## src/include/plc_regs.vh

```
/*
 * Register map, field positions, reset values and scaling constants
 * of the loop control register bank.
 * Assumes it is included by bare name from the design and verification files.
 */
// Functional notes
// Pump down current is code in bits 6:0 times 20 uA.
// Pump up current is code in bits 13:7 times 20 uA.
// Leakage magnitude is code in bits 20:14 times 5 uA.
// Host sets leakage down enable bit 22 in fractional mode only; resets to 1.
// Host keeps leakage up enable bit 21 at 0, its reset value.
// Calibration window lasts 1,2,4,8,32,64,128,256 divided reference cycles.
// Force curve bit 10 makes calibration use the held curve value.
// Suppress bit 12 stops curve register writes from starting a transfer.
// Calibration clock is reference divided by 1,4,16 or 32.
// Host programs detector reset delay bits 2:0 to 001.
// Detector up output passes only while bit 5 is 1.
// Detector down output passes only while bit 6 is 1.
// Extra loop current when phase error exceeds 5.4, 14.4 or 24.1 ns.
// Bit 9 forces pump up output on, for test.
// Bit 10 forces pump down output on, for test.
// Reserved bits store and return writes; host writes reset values back.
`ifndef PLC_REGS_VH
`define PLC_REGS_VH

`define PLC_ADDR_W          5
`define PLC_DATA_W          24
`define PLC_ADDR_CURVE      5'h05
`define PLC_ADDR_PUMP       5'h09
`define PLC_ADDR_CAL        5'h0A
`define PLC_ADDR_DET        5'h0B

`define PLC_RST_PUMP        24'h403264
`define PLC_RST_CAL         24'h002205
`define PLC_RST_DET         24'h0F8061

`define PLC_F_PUMP_DN       6:0
`define PLC_F_PUMP_UP       13:7
`define PLC_F_LEAK_MAG      20:14
`define PLC_B_LEAK_UP       21
`define PLC_B_LEAK_DN       22
`define PLC_F_CAL_WIN       2:0
`define PLC_B_FORCE_CURVE   10
`define PLC_B_SKIP_CAL      11
`define PLC_B_SUPPRESS      12
`define PLC_F_CAL_DIV       14:13
`define PLC_F_DET_DELAY     2:0
`define PLC_B_DET_UP_EN     5
`define PLC_B_DET_DN_EN     6
`define PLC_F_SLIP          8:7
`define PLC_B_UP_OVR        9
`define PLC_B_DN_OVR        10

`define PLC_PUMP_STEP_UA    12'h014
`define PLC_LEAK_STEP_UA    10'h005

// Phase error thresholds in tenths of a nanosecond
`define PLC_SLIP_T1         9'h036
`define PLC_SLIP_T2         9'h090
`define PLC_SLIP_T3         9'h0F1

// Terminal counts are ratio minus one
`define PLC_DIV_T0          5'h00
`define PLC_DIV_T1          5'h03
`define PLC_DIV_T2          5'h0F
`define PLC_DIV_T3          5'h1F

`define PLC_WIN_T0          9'h000
`define PLC_WIN_T1          9'h001
`define PLC_WIN_T2          9'h003
`define PLC_WIN_T3          9'h007
`define PLC_WIN_T4          9'h01F
`define PLC_WIN_T5          9'h03F
`define PLC_WIN_T6          9'h07F
`define PLC_WIN_T7          9'h0FF

`endif

```

## src/plc_cal_timebase.v

```verilog
/*
 * Calibration timebase: divides the reference clock for the calibration
 * sequencer and measures a tuning window of divided cycles.
 * Assumes clock_i is the reference and start_i is a same-clock pulse.
 */
`timescale 1ns/100ps
`default_nettype none
`include "plc_regs.vh"

module plc_cal_timebase (
    input  wire       clock_i,
    input  wire       srst_i,
    input  wire       ce_i,
    input  wire [1:0] div_sel_i,
    input  wire [2:0] win_sel_i,
    input  wire       start_i,
    output reg        tick_o,
    output reg        busy_o,
    output reg        done_o
);
    localparam [1:0] ST_IDLE = 2'b01;
    localparam [1:0] ST_RUN  = 2'b10;

    reg [1:0] state_q;
    reg [4:0] div_cnt_q;
    reg [8:0] win_cnt_q;
    reg [8:0] win_term_q;
    reg [4:0] div_term;
    reg [8:0] win_term;

    always @* begin
        case (div_sel_i)
            2'h0:    div_term = `PLC_DIV_T0;
            2'h1:    div_term = `PLC_DIV_T1;
            2'h2:    div_term = `PLC_DIV_T2;
            default: div_term = `PLC_DIV_T3;
        endcase
    end

    always @* begin
        case (win_sel_i)
            3'h0:    win_term = `PLC_WIN_T0;
            3'h1:    win_term = `PLC_WIN_T1;
            3'h2:    win_term = `PLC_WIN_T2;
            3'h3:    win_term = `PLC_WIN_T3;
            3'h4:    win_term = `PLC_WIN_T4;
            3'h5:    win_term = `PLC_WIN_T5;
            3'h6:    win_term = `PLC_WIN_T6;
            default: win_term = `PLC_WIN_T7;
        endcase
    end

    // Divider free-runs; a ratio change takes effect at once, as the count is compared with the live ratio
    always @(posedge clock_i) begin
        if (srst_i) begin
            div_cnt_q <= 5'h00;
            tick_o    <= 1'b0;
        end else if (ce_i) begin
            if (div_cnt_q >= div_term) begin
                div_cnt_q <= 5'h00;
                tick_o    <= 1'b1;
            end else begin
                div_cnt_q <= div_cnt_q + 5'h01;
                tick_o    <= 1'b0;
            end
        end
    end

    // Window length is latched at start so a rewrite cannot cut it short
    always @(posedge clock_i) begin
        if (srst_i) begin
            state_q    <= ST_IDLE;
            win_cnt_q  <= 9'h000;
            win_term_q <= 9'h000;
            busy_o     <= 1'b0;
            done_o     <= 1'b0;
        end else if (ce_i) begin
            done_o <= 1'b0;
            case (state_q)
                ST_IDLE: begin
                    if (start_i) begin
                        state_q    <= ST_RUN;
                        win_cnt_q  <= 9'h000;
                        win_term_q <= win_term;
                        busy_o     <= 1'b1;
                    end
                end
                ST_RUN: begin
                    if (tick_o) begin
                        if (win_cnt_q == win_term_q) begin
                            state_q <= ST_IDLE;
                            busy_o  <= 1'b0;
                            done_o  <= 1'b1;
                        end else begin
                            win_cnt_q <= win_cnt_q + 9'h001;
                        end
                    end
                end
                default: begin
                    state_q <= ST_IDLE;
                    busy_o  <= 1'b0;
                end
            endcase
        end
    end
endmodule
`default_nettype wire

```

## src/plc_loop_regs.v

```verilog
/*
 * Loop control register bank: pump, calibration and phase detector
 * configuration registers with their decoded outputs.
 * Assumes a serial front end delivering decoded word accesses, and
 * raw detector pulses arriving asynchronously from the analog core.
 */
`timescale 1ns/100ps
`default_nettype none
`include "plc_regs.vh"

module plc_loop_regs (
    input  wire                   clock_i,
    input  wire                   srst_i,
    input  wire                   ce_i,
    input  wire [`PLC_ADDR_W-1:0] reg_addr_i,
    input  wire [`PLC_DATA_W-1:0] reg_wdata_i,
    input  wire                   reg_wr_i,
    input  wire                   reg_rd_i,
    output reg  [`PLC_DATA_W-1:0] reg_rdata_o,
    output reg                    reg_rvalid_o,
    input  wire                   det_up_raw_i,
    input  wire                   det_dn_raw_i,
    input  wire [8:0]             phase_err_i,
    input  wire                   cal_start_i,
    output reg  [11:0]            pump_down_current_o,
    output reg  [11:0]            pump_up_current_o,
    output reg  [9:0]             leak_current_o,
    output reg                    leakage_up_on_o,
    output reg                    leakage_down_on_o,
    output reg  [2:0]             detector_reset_delay_o,
    output reg                    pump_up_o,
    output reg                    pump_down_o,
    output reg                    slip_boost_o,
    output reg                    use_forced_curve_o,
    output reg                    skip_oscillator_cal_o,
    output reg                    cal_transfer_start_o,
    output wire                   cal_tick_o,
    output wire                   cal_busy_o,
    output wire                   cal_done_o
);
    reg [`PLC_DATA_W-1:0] pump_cfg_q;
    reg [`PLC_DATA_W-1:0] cal_cfg_q;
    reg [`PLC_DATA_W-1:0] det_cfg_q;
    reg [2:0]             up_sync_q;
    reg [2:0]             dn_sync_q;
    reg                   up_clean_q;
    reg                   dn_clean_q;

    function [8:0] slip_threshold;
        input [1:0] mode;
        begin
            case (mode)
                2'h1:    slip_threshold = `PLC_SLIP_T1;
                2'h2:    slip_threshold = `PLC_SLIP_T2;
                default: slip_threshold = `PLC_SLIP_T3;
            endcase
        end
    endfunction

    // All bits are stored, reserved ones included, and read back as written
    always @(posedge clock_i) begin
        if (srst_i) begin
            pump_cfg_q <= `PLC_RST_PUMP;
            cal_cfg_q  <= `PLC_RST_CAL;
            det_cfg_q  <= `PLC_RST_DET;
        end else if (ce_i && reg_wr_i) begin
            if (reg_addr_i == `PLC_ADDR_PUMP) begin
                pump_cfg_q <= reg_wdata_i;
            end else if (reg_addr_i == `PLC_ADDR_CAL) begin
                cal_cfg_q <= reg_wdata_i;
            end else if (reg_addr_i == `PLC_ADDR_DET) begin
                det_cfg_q <= reg_wdata_i;
            end
        end
    end

    // Unmapped addresses read zero; the curve register lives elsewhere
    always @(posedge clock_i) begin
        if (srst_i) begin
            reg_rdata_o  <= {`PLC_DATA_W{1'b0}};
            reg_rvalid_o <= 1'b0;
        end else if (ce_i) begin
            reg_rvalid_o <= reg_rd_i;
            if (!reg_rd_i) begin
                reg_rdata_o <= reg_rdata_o;
            end else if (reg_addr_i == `PLC_ADDR_PUMP) begin
                reg_rdata_o <= pump_cfg_q;
            end else if (reg_addr_i == `PLC_ADDR_CAL) begin
                reg_rdata_o <= cal_cfg_q;
            end else if (reg_addr_i == `PLC_ADDR_DET) begin
                reg_rdata_o <= det_cfg_q;
            end else begin
                reg_rdata_o <= {`PLC_DATA_W{1'b0}};
            end
        end
    end

    // Three-stage synchronisers; a level is accepted once stages two and
    // three agree, which filters a single-cycle metastable glitch
    always @(posedge clock_i) begin
        if (srst_i) begin
            up_sync_q  <= 3'h0;
            dn_sync_q  <= 3'h0;
            up_clean_q <= 1'b0;
            dn_clean_q <= 1'b0;
        end else if (ce_i) begin
            up_sync_q <= {up_sync_q[1:0], det_up_raw_i};
            dn_sync_q <= {dn_sync_q[1:0], det_dn_raw_i};
            if (up_sync_q[1] == up_sync_q[2]) begin
                up_clean_q <= up_sync_q[2];
            end
            if (dn_sync_q[1] == dn_sync_q[2]) begin
                dn_clean_q <= dn_sync_q[2];
            end
        end
    end

    always @(posedge clock_i) begin
        if (srst_i) begin
            pump_down_current_o    <= 12'h000;
            pump_up_current_o      <= 12'h000;
            leak_current_o         <= 10'h000;
            leakage_up_on_o        <= 1'b0;
            leakage_down_on_o      <= 1'b0;
            detector_reset_delay_o <= 3'h0;
            pump_up_o              <= 1'b0;
            pump_down_o            <= 1'b0;
            slip_boost_o           <= 1'b0;
            use_forced_curve_o     <= 1'b0;
            skip_oscillator_cal_o  <= 1'b0;
            cal_transfer_start_o   <= 1'b0;
        end else if (ce_i) begin
            pump_down_current_o <= {5'h00, pump_cfg_q[`PLC_F_PUMP_DN]} * `PLC_PUMP_STEP_UA;
            pump_up_current_o   <= {5'h00, pump_cfg_q[`PLC_F_PUMP_UP]} * `PLC_PUMP_STEP_UA;
            leak_current_o      <= {3'h0, pump_cfg_q[`PLC_F_LEAK_MAG]} * `PLC_LEAK_STEP_UA;
            // Direction bits are passed as programmed; choosing them is software's job
            leakage_up_on_o        <= pump_cfg_q[`PLC_B_LEAK_UP];
            leakage_down_on_o      <= pump_cfg_q[`PLC_B_LEAK_DN];
            detector_reset_delay_o <= det_cfg_q[`PLC_F_DET_DELAY];
            pump_up_o   <= (up_clean_q & det_cfg_q[`PLC_B_DET_UP_EN])
                         | det_cfg_q[`PLC_B_UP_OVR];
            pump_down_o <= (dn_clean_q & det_cfg_q[`PLC_B_DET_DN_EN])
                         | det_cfg_q[`PLC_B_DN_OVR];
            slip_boost_o <= (det_cfg_q[`PLC_F_SLIP] != 2'h0) &&
                            (phase_err_i > slip_threshold(det_cfg_q[`PLC_F_SLIP]));
            use_forced_curve_o    <= cal_cfg_q[`PLC_B_FORCE_CURVE];
            skip_oscillator_cal_o <= cal_cfg_q[`PLC_B_SKIP_CAL];
            cal_transfer_start_o  <= reg_wr_i && (reg_addr_i == `PLC_ADDR_CURVE) &&
                                     !cal_cfg_q[`PLC_B_SUPPRESS];
        end
    end

    plc_cal_timebase u_timebase (
        .clock_i   (clock_i),
        .srst_i    (srst_i),
        .ce_i      (ce_i),
        .div_sel_i (cal_cfg_q[`PLC_F_CAL_DIV]),
        .win_sel_i (cal_cfg_q[`PLC_F_CAL_WIN]),
        .start_i   (cal_start_i),
        .tick_o    (cal_tick_o),
        .busy_o    (cal_busy_o),
        .done_o    (cal_done_o)
    );
endmodule
`default_nettype wire

```

## config.mk

```make
export PLATFORM = sky130hd
export DESIGN_NAME = plc_loop_regs
export DESIGN_NICKNAME = d
export VERILOG_FILES = /design/src/plc_cal_timebase.v /design/src/plc_loop_regs.v
export VERILOG_INCLUDE_DIRS = /design/src /design/src/include
export SDC_FILE = /design/constraint.sdc
export NUM_CORES = 1
export LEC_CHECK = 0
export ABC_AREA = 1
export BUFFER_PORTS_ARGS = -buffer_cell sky130_fd_sc_hd__buf_2
export CAP_MARGIN = 15
export CORE_ASPECT_RATIO = 1.25
export CORE_MARGIN = 3
export CORE_UTILIZATION = 29
export CTS_CLUSTER_DIAMETER = 30
export DETAILED_ROUTE_END_ITERATION = 12
export GPL_TIMING_DRIVEN = 0
export HOLD_SLACK_MARGIN = 0.12
export PLACE_DENSITY = 0.43
export SYNTH_ARGS = -nofsm -noshare
export SYNTH_HDL_FRONTEND = slang
export SYNTH_SLANG_ARGS = --single-unit
```

## constraint.sdc

```tcl
create_clock -name clock_i -period 3.55 [get_ports clock_i]
set_clock_uncertainty 0.1 [all_clocks]
set_input_delay 0.355 -clock clock_i [delete_from_list [all_inputs] [get_ports clock_i]]
set_output_delay 0.355 -clock clock_i [all_outputs]
set_load 0.1 [all_outputs]
```

* Yosys cells after proc, flatten, opt, wreduce, memory -nomap -nowiden *
Cells that the tools add are included.

word-level totals
  logic and storage cells = 107
  memories kept = 0
  latch bits = 0
  memory bits (read-only) = 0
  input bits = 46
  memory bits (writable) = 0
  output and inout port bits = 73
  register bits = 174

operators by class
  shift operators = 0
  $add $sub $neg = 2
  equal/unequal tests = 23
  bitwise operators = 6
  divide/modulo/power cells = 0
  multipliers = 3
  multiplexer cells = 25
  reduce and logical (&&, ||, !) cells = 18
  order comparisons = 2

operator list
  kind                    number
  $mux W24                3
  $pmux W8 S7             1
  $mux W9                 5
  $mul A7 B3 Y10 const B  3
  $pmux W9 S2             1
  $pmux W8 S2             1
  $eq A5 B4 Y1 const B    3
  $pmux W5 S3             1
  $add A9 B1 Y9 const B   1
  $eq A3 B3 Y1 const B    3
  $eq A9 B9 Y1            1
  $gt A9 B9 Y1            1
  $reduce_and A2 Y1       4
  $reduce_and A4 Y1       2
  $mux W1                 7
  $eq A2 B1 Y1 const B    3
  $eq A2 B2 Y1 const B    3
  $eq A3 B2 Y1 const B    2
  $mux W2                 3
  $reduce_and A3 Y1       2
  $add A5 B1 Y5 const B   1
  $eq A5 B3 Y1 const B    1
  $ge A5 B5 Y1            1
  $mux W5                 1
  15 further kinds        25

* Logic depth before layout (Yosys ltp) *
  depth in word-level cells = 6
  mapped depth = 12
  gate-level depth less buffers = 11

* Hierarchy *
A second synthesis with hierarchy kept.

unflattened totals
  cells, all modules = 1181
  area, all modules = 8311.7 µm²

by module, submodules not included
  module            instances  cells each  seq. area each (µm²)  area each (µm²)
  plc_loop_regs     1          951         2922.8                6799.0
  plc_cal_timebase  1          230         500.5                 1512.7

* Worst setup path after synthesis *
Ideal clock, no wire load.

  path type = register to register
  start point = reg u_timebase.busy_o (netlist name)
  end point = reg u_timebase.win_cnt_q[2]
  data required time = 3338 ps
  stages on the path, launching flop included = 9
  path buffers = 1
  period minus slack after synthesis = 2244 ps
  arrival time = 2032 ps
  slack = 1306 ps
  library setup time = 112 ps
  cells stage by stage = dfxtp_1 > nand2_1 > inv_1 > nand3_2 > nand3_2 > buf_4 > nand2_1 > nand2_1 > nor2_1

RTL lines
  item                    line                   text
  end signal: assignment  plc_cal_timebase.v:95  win_cnt_q <= win_cnt_q + 9'h001;
  end: declaration        plc_cal_timebase.v:26  reg [8:0] win_cnt_q;

* Worst setup path in the final report *
  start point = reg pump_cfg_q[3]
  end point = reg pump_down_current_o[11]

on the way
  word-level cells in the longest chain between the ends = 1

RTL lines
  item                      line                 text
  start: declaration        plc_loop_regs.v:41   reg [`PLC_DATA_W-1:0] pump_cfg_q;
  start signal: assignment  plc_loop_regs.v:63   pump_cfg_q <= `PLC_RST_PUMP;
  start signal: assignment  plc_loop_regs.v:68   pump_cfg_q <= reg_wdata_i;
  $mul A7 B3 Y10 (no line)  -
  end signal: assignment    plc_loop_regs.v:133  pump_down_current_o <= {5'h00, pump_cfg_q[`PLC_F_PUMP_DN]} * `PLC_PUMP_STEP_UA;
  end: declaration          plc_loop_regs.v:25   output reg [11:0] pump_down_current_o,

Every way passes these cells.
A chain may end at the register's enable or synchronous reset.

==> results.sh <==
export IMPL_hp_class="in -> reg"
export IMPL_grt_pass1_wl_mm=43.84
export IMPL_finalNetCount=1283
export IMPL_drive_above_1_share_pct=14.40
export IMPL_slew_violations=0
export IMPL_cts_htree_levels=4
export IMPL_via_per_inst=4.818
export IMPL_synthFlopType="dfxtp_1"
export IMPL_wl_per_cell_um=18.51
export IMPL_dpl_hpwl_mm=20.93
export IMPL_ios=119
export IMPL_tns_ps=0
export IMPL_pre_cts_ws_ps=1045
export IMPL_cts_resized=0
export IMPL_die_y_um=189.5
export IMPL_fin_ws_ps=1209
export IMPL_slew_limit_headroom_pct=44.33
export IMPL_vias=7425
export IMPL_cts_buffers=17
export IMPL_synth_edff_count=0
export IMPL_initial_core_util_pct=29.75
export IMPL_first_global_vias=7300
export IMPL_crit_type="reg -> reg"
export IMPL_worst_skew_pair_late_latency_ps=430
export IMPL_syn_avg_cell_area_um2=7.607
export IMPL_grt_max_degree=19
export IMPL_syn_area_um2=7812
export IMPL_first_pass_iters=5
export IMPL_ctsHoldBuffers=26
export IMPL_fin_crit_sh_pct=65.94
export IMPL_grt_total_usage_pct=19.72
export IMPL_rsz0062_at_grt="false"
export IMPL_yosys_register_bits=171
export IMPL_final_util_pct=36.80
export IMPL_syn2layout_area_growth_pct=23.70
export IMPL_cp_arrival_ps=2570
export IMPL_clk_pin_slew_ps=70
export IMPL_setup_viol=0
export IMPL_antenna_found_initial=0
export IMPL_ant_nets=0
export IMPL_ys_seq_area_share_pct=43.82
export IMPL_io_buffers=113
export IMPL_clk_path_buf_depth=2
export IMPL_outcome="finished, final reports clean"
export IMPL_finalCriticalPeriod_ps=2341
export IMPL_drt_total_wl_mm=28.53
export IMPL_worst_setup_path_start_kind="flop"
export IMPL_yosysWarnings=0
export IMPL_peakVddDrop_mv=0.2616
export IMPL_cts_root_buffer="clkbuf_16"
export IMPL_netlist_instances=1027
export IMPL_power_density_nw_per_um2=487.7
export IMPL_die_w_um=152.8
export IMPL_cts_setup_buffers=0
export IMPL_drc=0
export IMPL_required_ps=3770
export IMPL_drv_cap=0
export IMPL_synth_cell_types=35
export IMPL_clock_sinks=171
export IMPL_core_area_um2=26260
export IMPL_gp_congestion=0.8175
export IMPL_cp_max_fo=4
export IMPL_grt_ovfl_total=0
export IMPL_leakage_nw=4.356
export IMPL_dieArea_um2=28960
export IMPL_first_iter_violations=447
export IMPL_cp_end_kind="flop"
export IMPL_hold_viol_final=0
export IMPL_antenna_cells=0
export IMPL_synthArstFlopShare_pct=0
export IMPL_tightest_slew_ps=835.1
export IMPL_rows=66
export IMPL_cts_tree="built"
export IMPL_fmax_mhz=427.2
[metal layers]
layer	wire length [um]	global-route usage (%)	part of all wire (%)
met2	14410	35.25	51
met4	464	4.834	1.6
met5	0	0	0
met1	12490	24.94	44
met3	1166	3.041	4.1
[cells in the final DEF, fill, tap and decap left out, types with 27 or more instances in the layout]
| cell | synthesis | layout |
|---|---|---|
| a21oi_1 | 71 | 71 |
| a31oi_1 | 27 | 27 |
| buf_2 | 9 | 122 |
| clkbuf_1 | 42 | 42 |
| dfxtp_1 | 171 | 171 |
| ha_1 | 46 | 46 |
| inv_1 | 79 | 79 |
| nand2_1 | 185 | 185 |
| nand3_1 | 40 | 40 |
| nor2_1 | 142 | 142 |
| o21ai_0 | 114 | 114 |
[cell families (layout without fill, tap and decap cells)]
family / count (synthesis) / count (layout) / synth area share [%]
other: 1 / 4 / 0.04800
AO/OA/AOI/OAI: 255 / 255 / 18.16
flip-flops: 171 / 171 / 43.82
XOR/XNOR: 13 / 13 / 1.457
adder cells (fa/ha/maj): 49 / 49 / 8.136
AND/OR/NAND/NOR: 396 / 396 / 21.08
buffers and inverters: 142 / 313 / 7.303
[layout make-up]
| class | count | area (um2) |
|---|---|---|
| flip-flops and latches | 171 | 3423 |
| plain buffers | 59 | 259.0 |
| inverters | 83 | 311.5 |
| repair buffers | 139 | 825.8 |
| clock buffers | 17 | 425.4 |
| fillers | 2886 | 16600 |
| multi-input cells | 717 | 3830 |
| clock inverters | 15 | 163.9 |
| well taps | 340 | 425.4 |
[synthesized netlist by cell type, types with 2 or more instances]
cell type | count | area (um2)
a211oi_1 | 2 | 15.01
a21o_1 | 3 | 22.52
a21oi_1 | 71 | 355.3
a22oi_1 | 24 | 180.2
a31oi_1 | 27 | 168.9
buf_2 | 9 | 45.04
buf_4 | 7 | 52.55
clkbuf_1 | 42 | 157.7
dfxtp_1 | 171 | 3423
fa_1 | 3 | 60.06
ha_1 | 46 | 575.6
inv_1 | 79 | 296.5
inv_2 | 4 | 15.01
nand2_1 | 185 | 694.4
nand3_1 | 40 | 200.2
nand3_2 | 3 | 30.03
nand4_1 | 12 | 75.07
nor2_1 | 142 | 533.0
nor2_2 | 2 | 12.51
nor3_1 | 5 | 25.02
nor3b_1 | 2 | 15.01
o211ai_1 | 11 | 82.58
o21ai_0 | 114 | 570.6
xnor2_1 | 2 | 17.52
xor2_1 | 11 | 96.34
[worst max-delay path, stage by stage (launching register included)]
cell and delay (ps):
dfxtp_1 460, ha_1 290, ha_1 220, fa_1 410, a21o_1 180, a21oi_1 200
nor2_1 60, o21ai_0 120, o21ai_0 80, nand2_1 70, inv_1 40
[final timing paths]
path / from / end / slack, ps / cells past startpoint
setup reg to reg: pump_cfg_q[3]$_SDFFE_PP0P_ / pump_down_current_o[11]$_SDFFE_PP0P_ / 1210 / 10
setup / recovery: pump_cfg_q[3]$_SDFFE_PP0P_ / pump_down_current_o[11]$_SDFFE_PP0P_ / 1210 / 10
hold / removal: reg_addr_i[3] / cal_transfer_start_o$_SDFFE_PP0P_ / 130 / 4
hold reg to reg: det_cfg_q[16]$_SDFFE_PP1P_ / det_cfg_q[16]$_SDFFE_PP1P_ / 360 / 2
[registers in the layout, summed over array words and instances (netlist names), 5 cells and up]
name and flops:
u_timebase.win_term_q 7, reg_rdata_o 24, pump_down_current_o 10, u_timebase.win_cnt_q 9
leak_current_o 10, pump_up_current_o 10, det_cfg_q 24, cal_cfg_q 24
pump_cfg_q 24, u_timebase.div_cnt_q 5
[power breakdown]
group | internal (mW) | switching [mW] | leakage [nW]
combinational | 0.160 | 0.607 | 2.68
clock | 1.01 | 0.904 | 0.283
sequential | 1.99 | 0.0478 | 1.40
[stage by stage]
step / instances / hold WS [ps] / cell area [um2] / total power, mW
floorplan: 1030 / 329.3 / 7824 / 2.629
global placement: 1483 / 338.4 / 8815 / 2.826
detailed placement: 1483 / 349.4 / 8815 / 2.826
CTS: 1541 / 126.7 / 9664 / 4.750
global route: 1541 / 157.5 / 9664 / 4.887
finish: 1541 / 134.7 / 9664 / 4.713
Note: power is estimated with default switching activity, not from simulation.
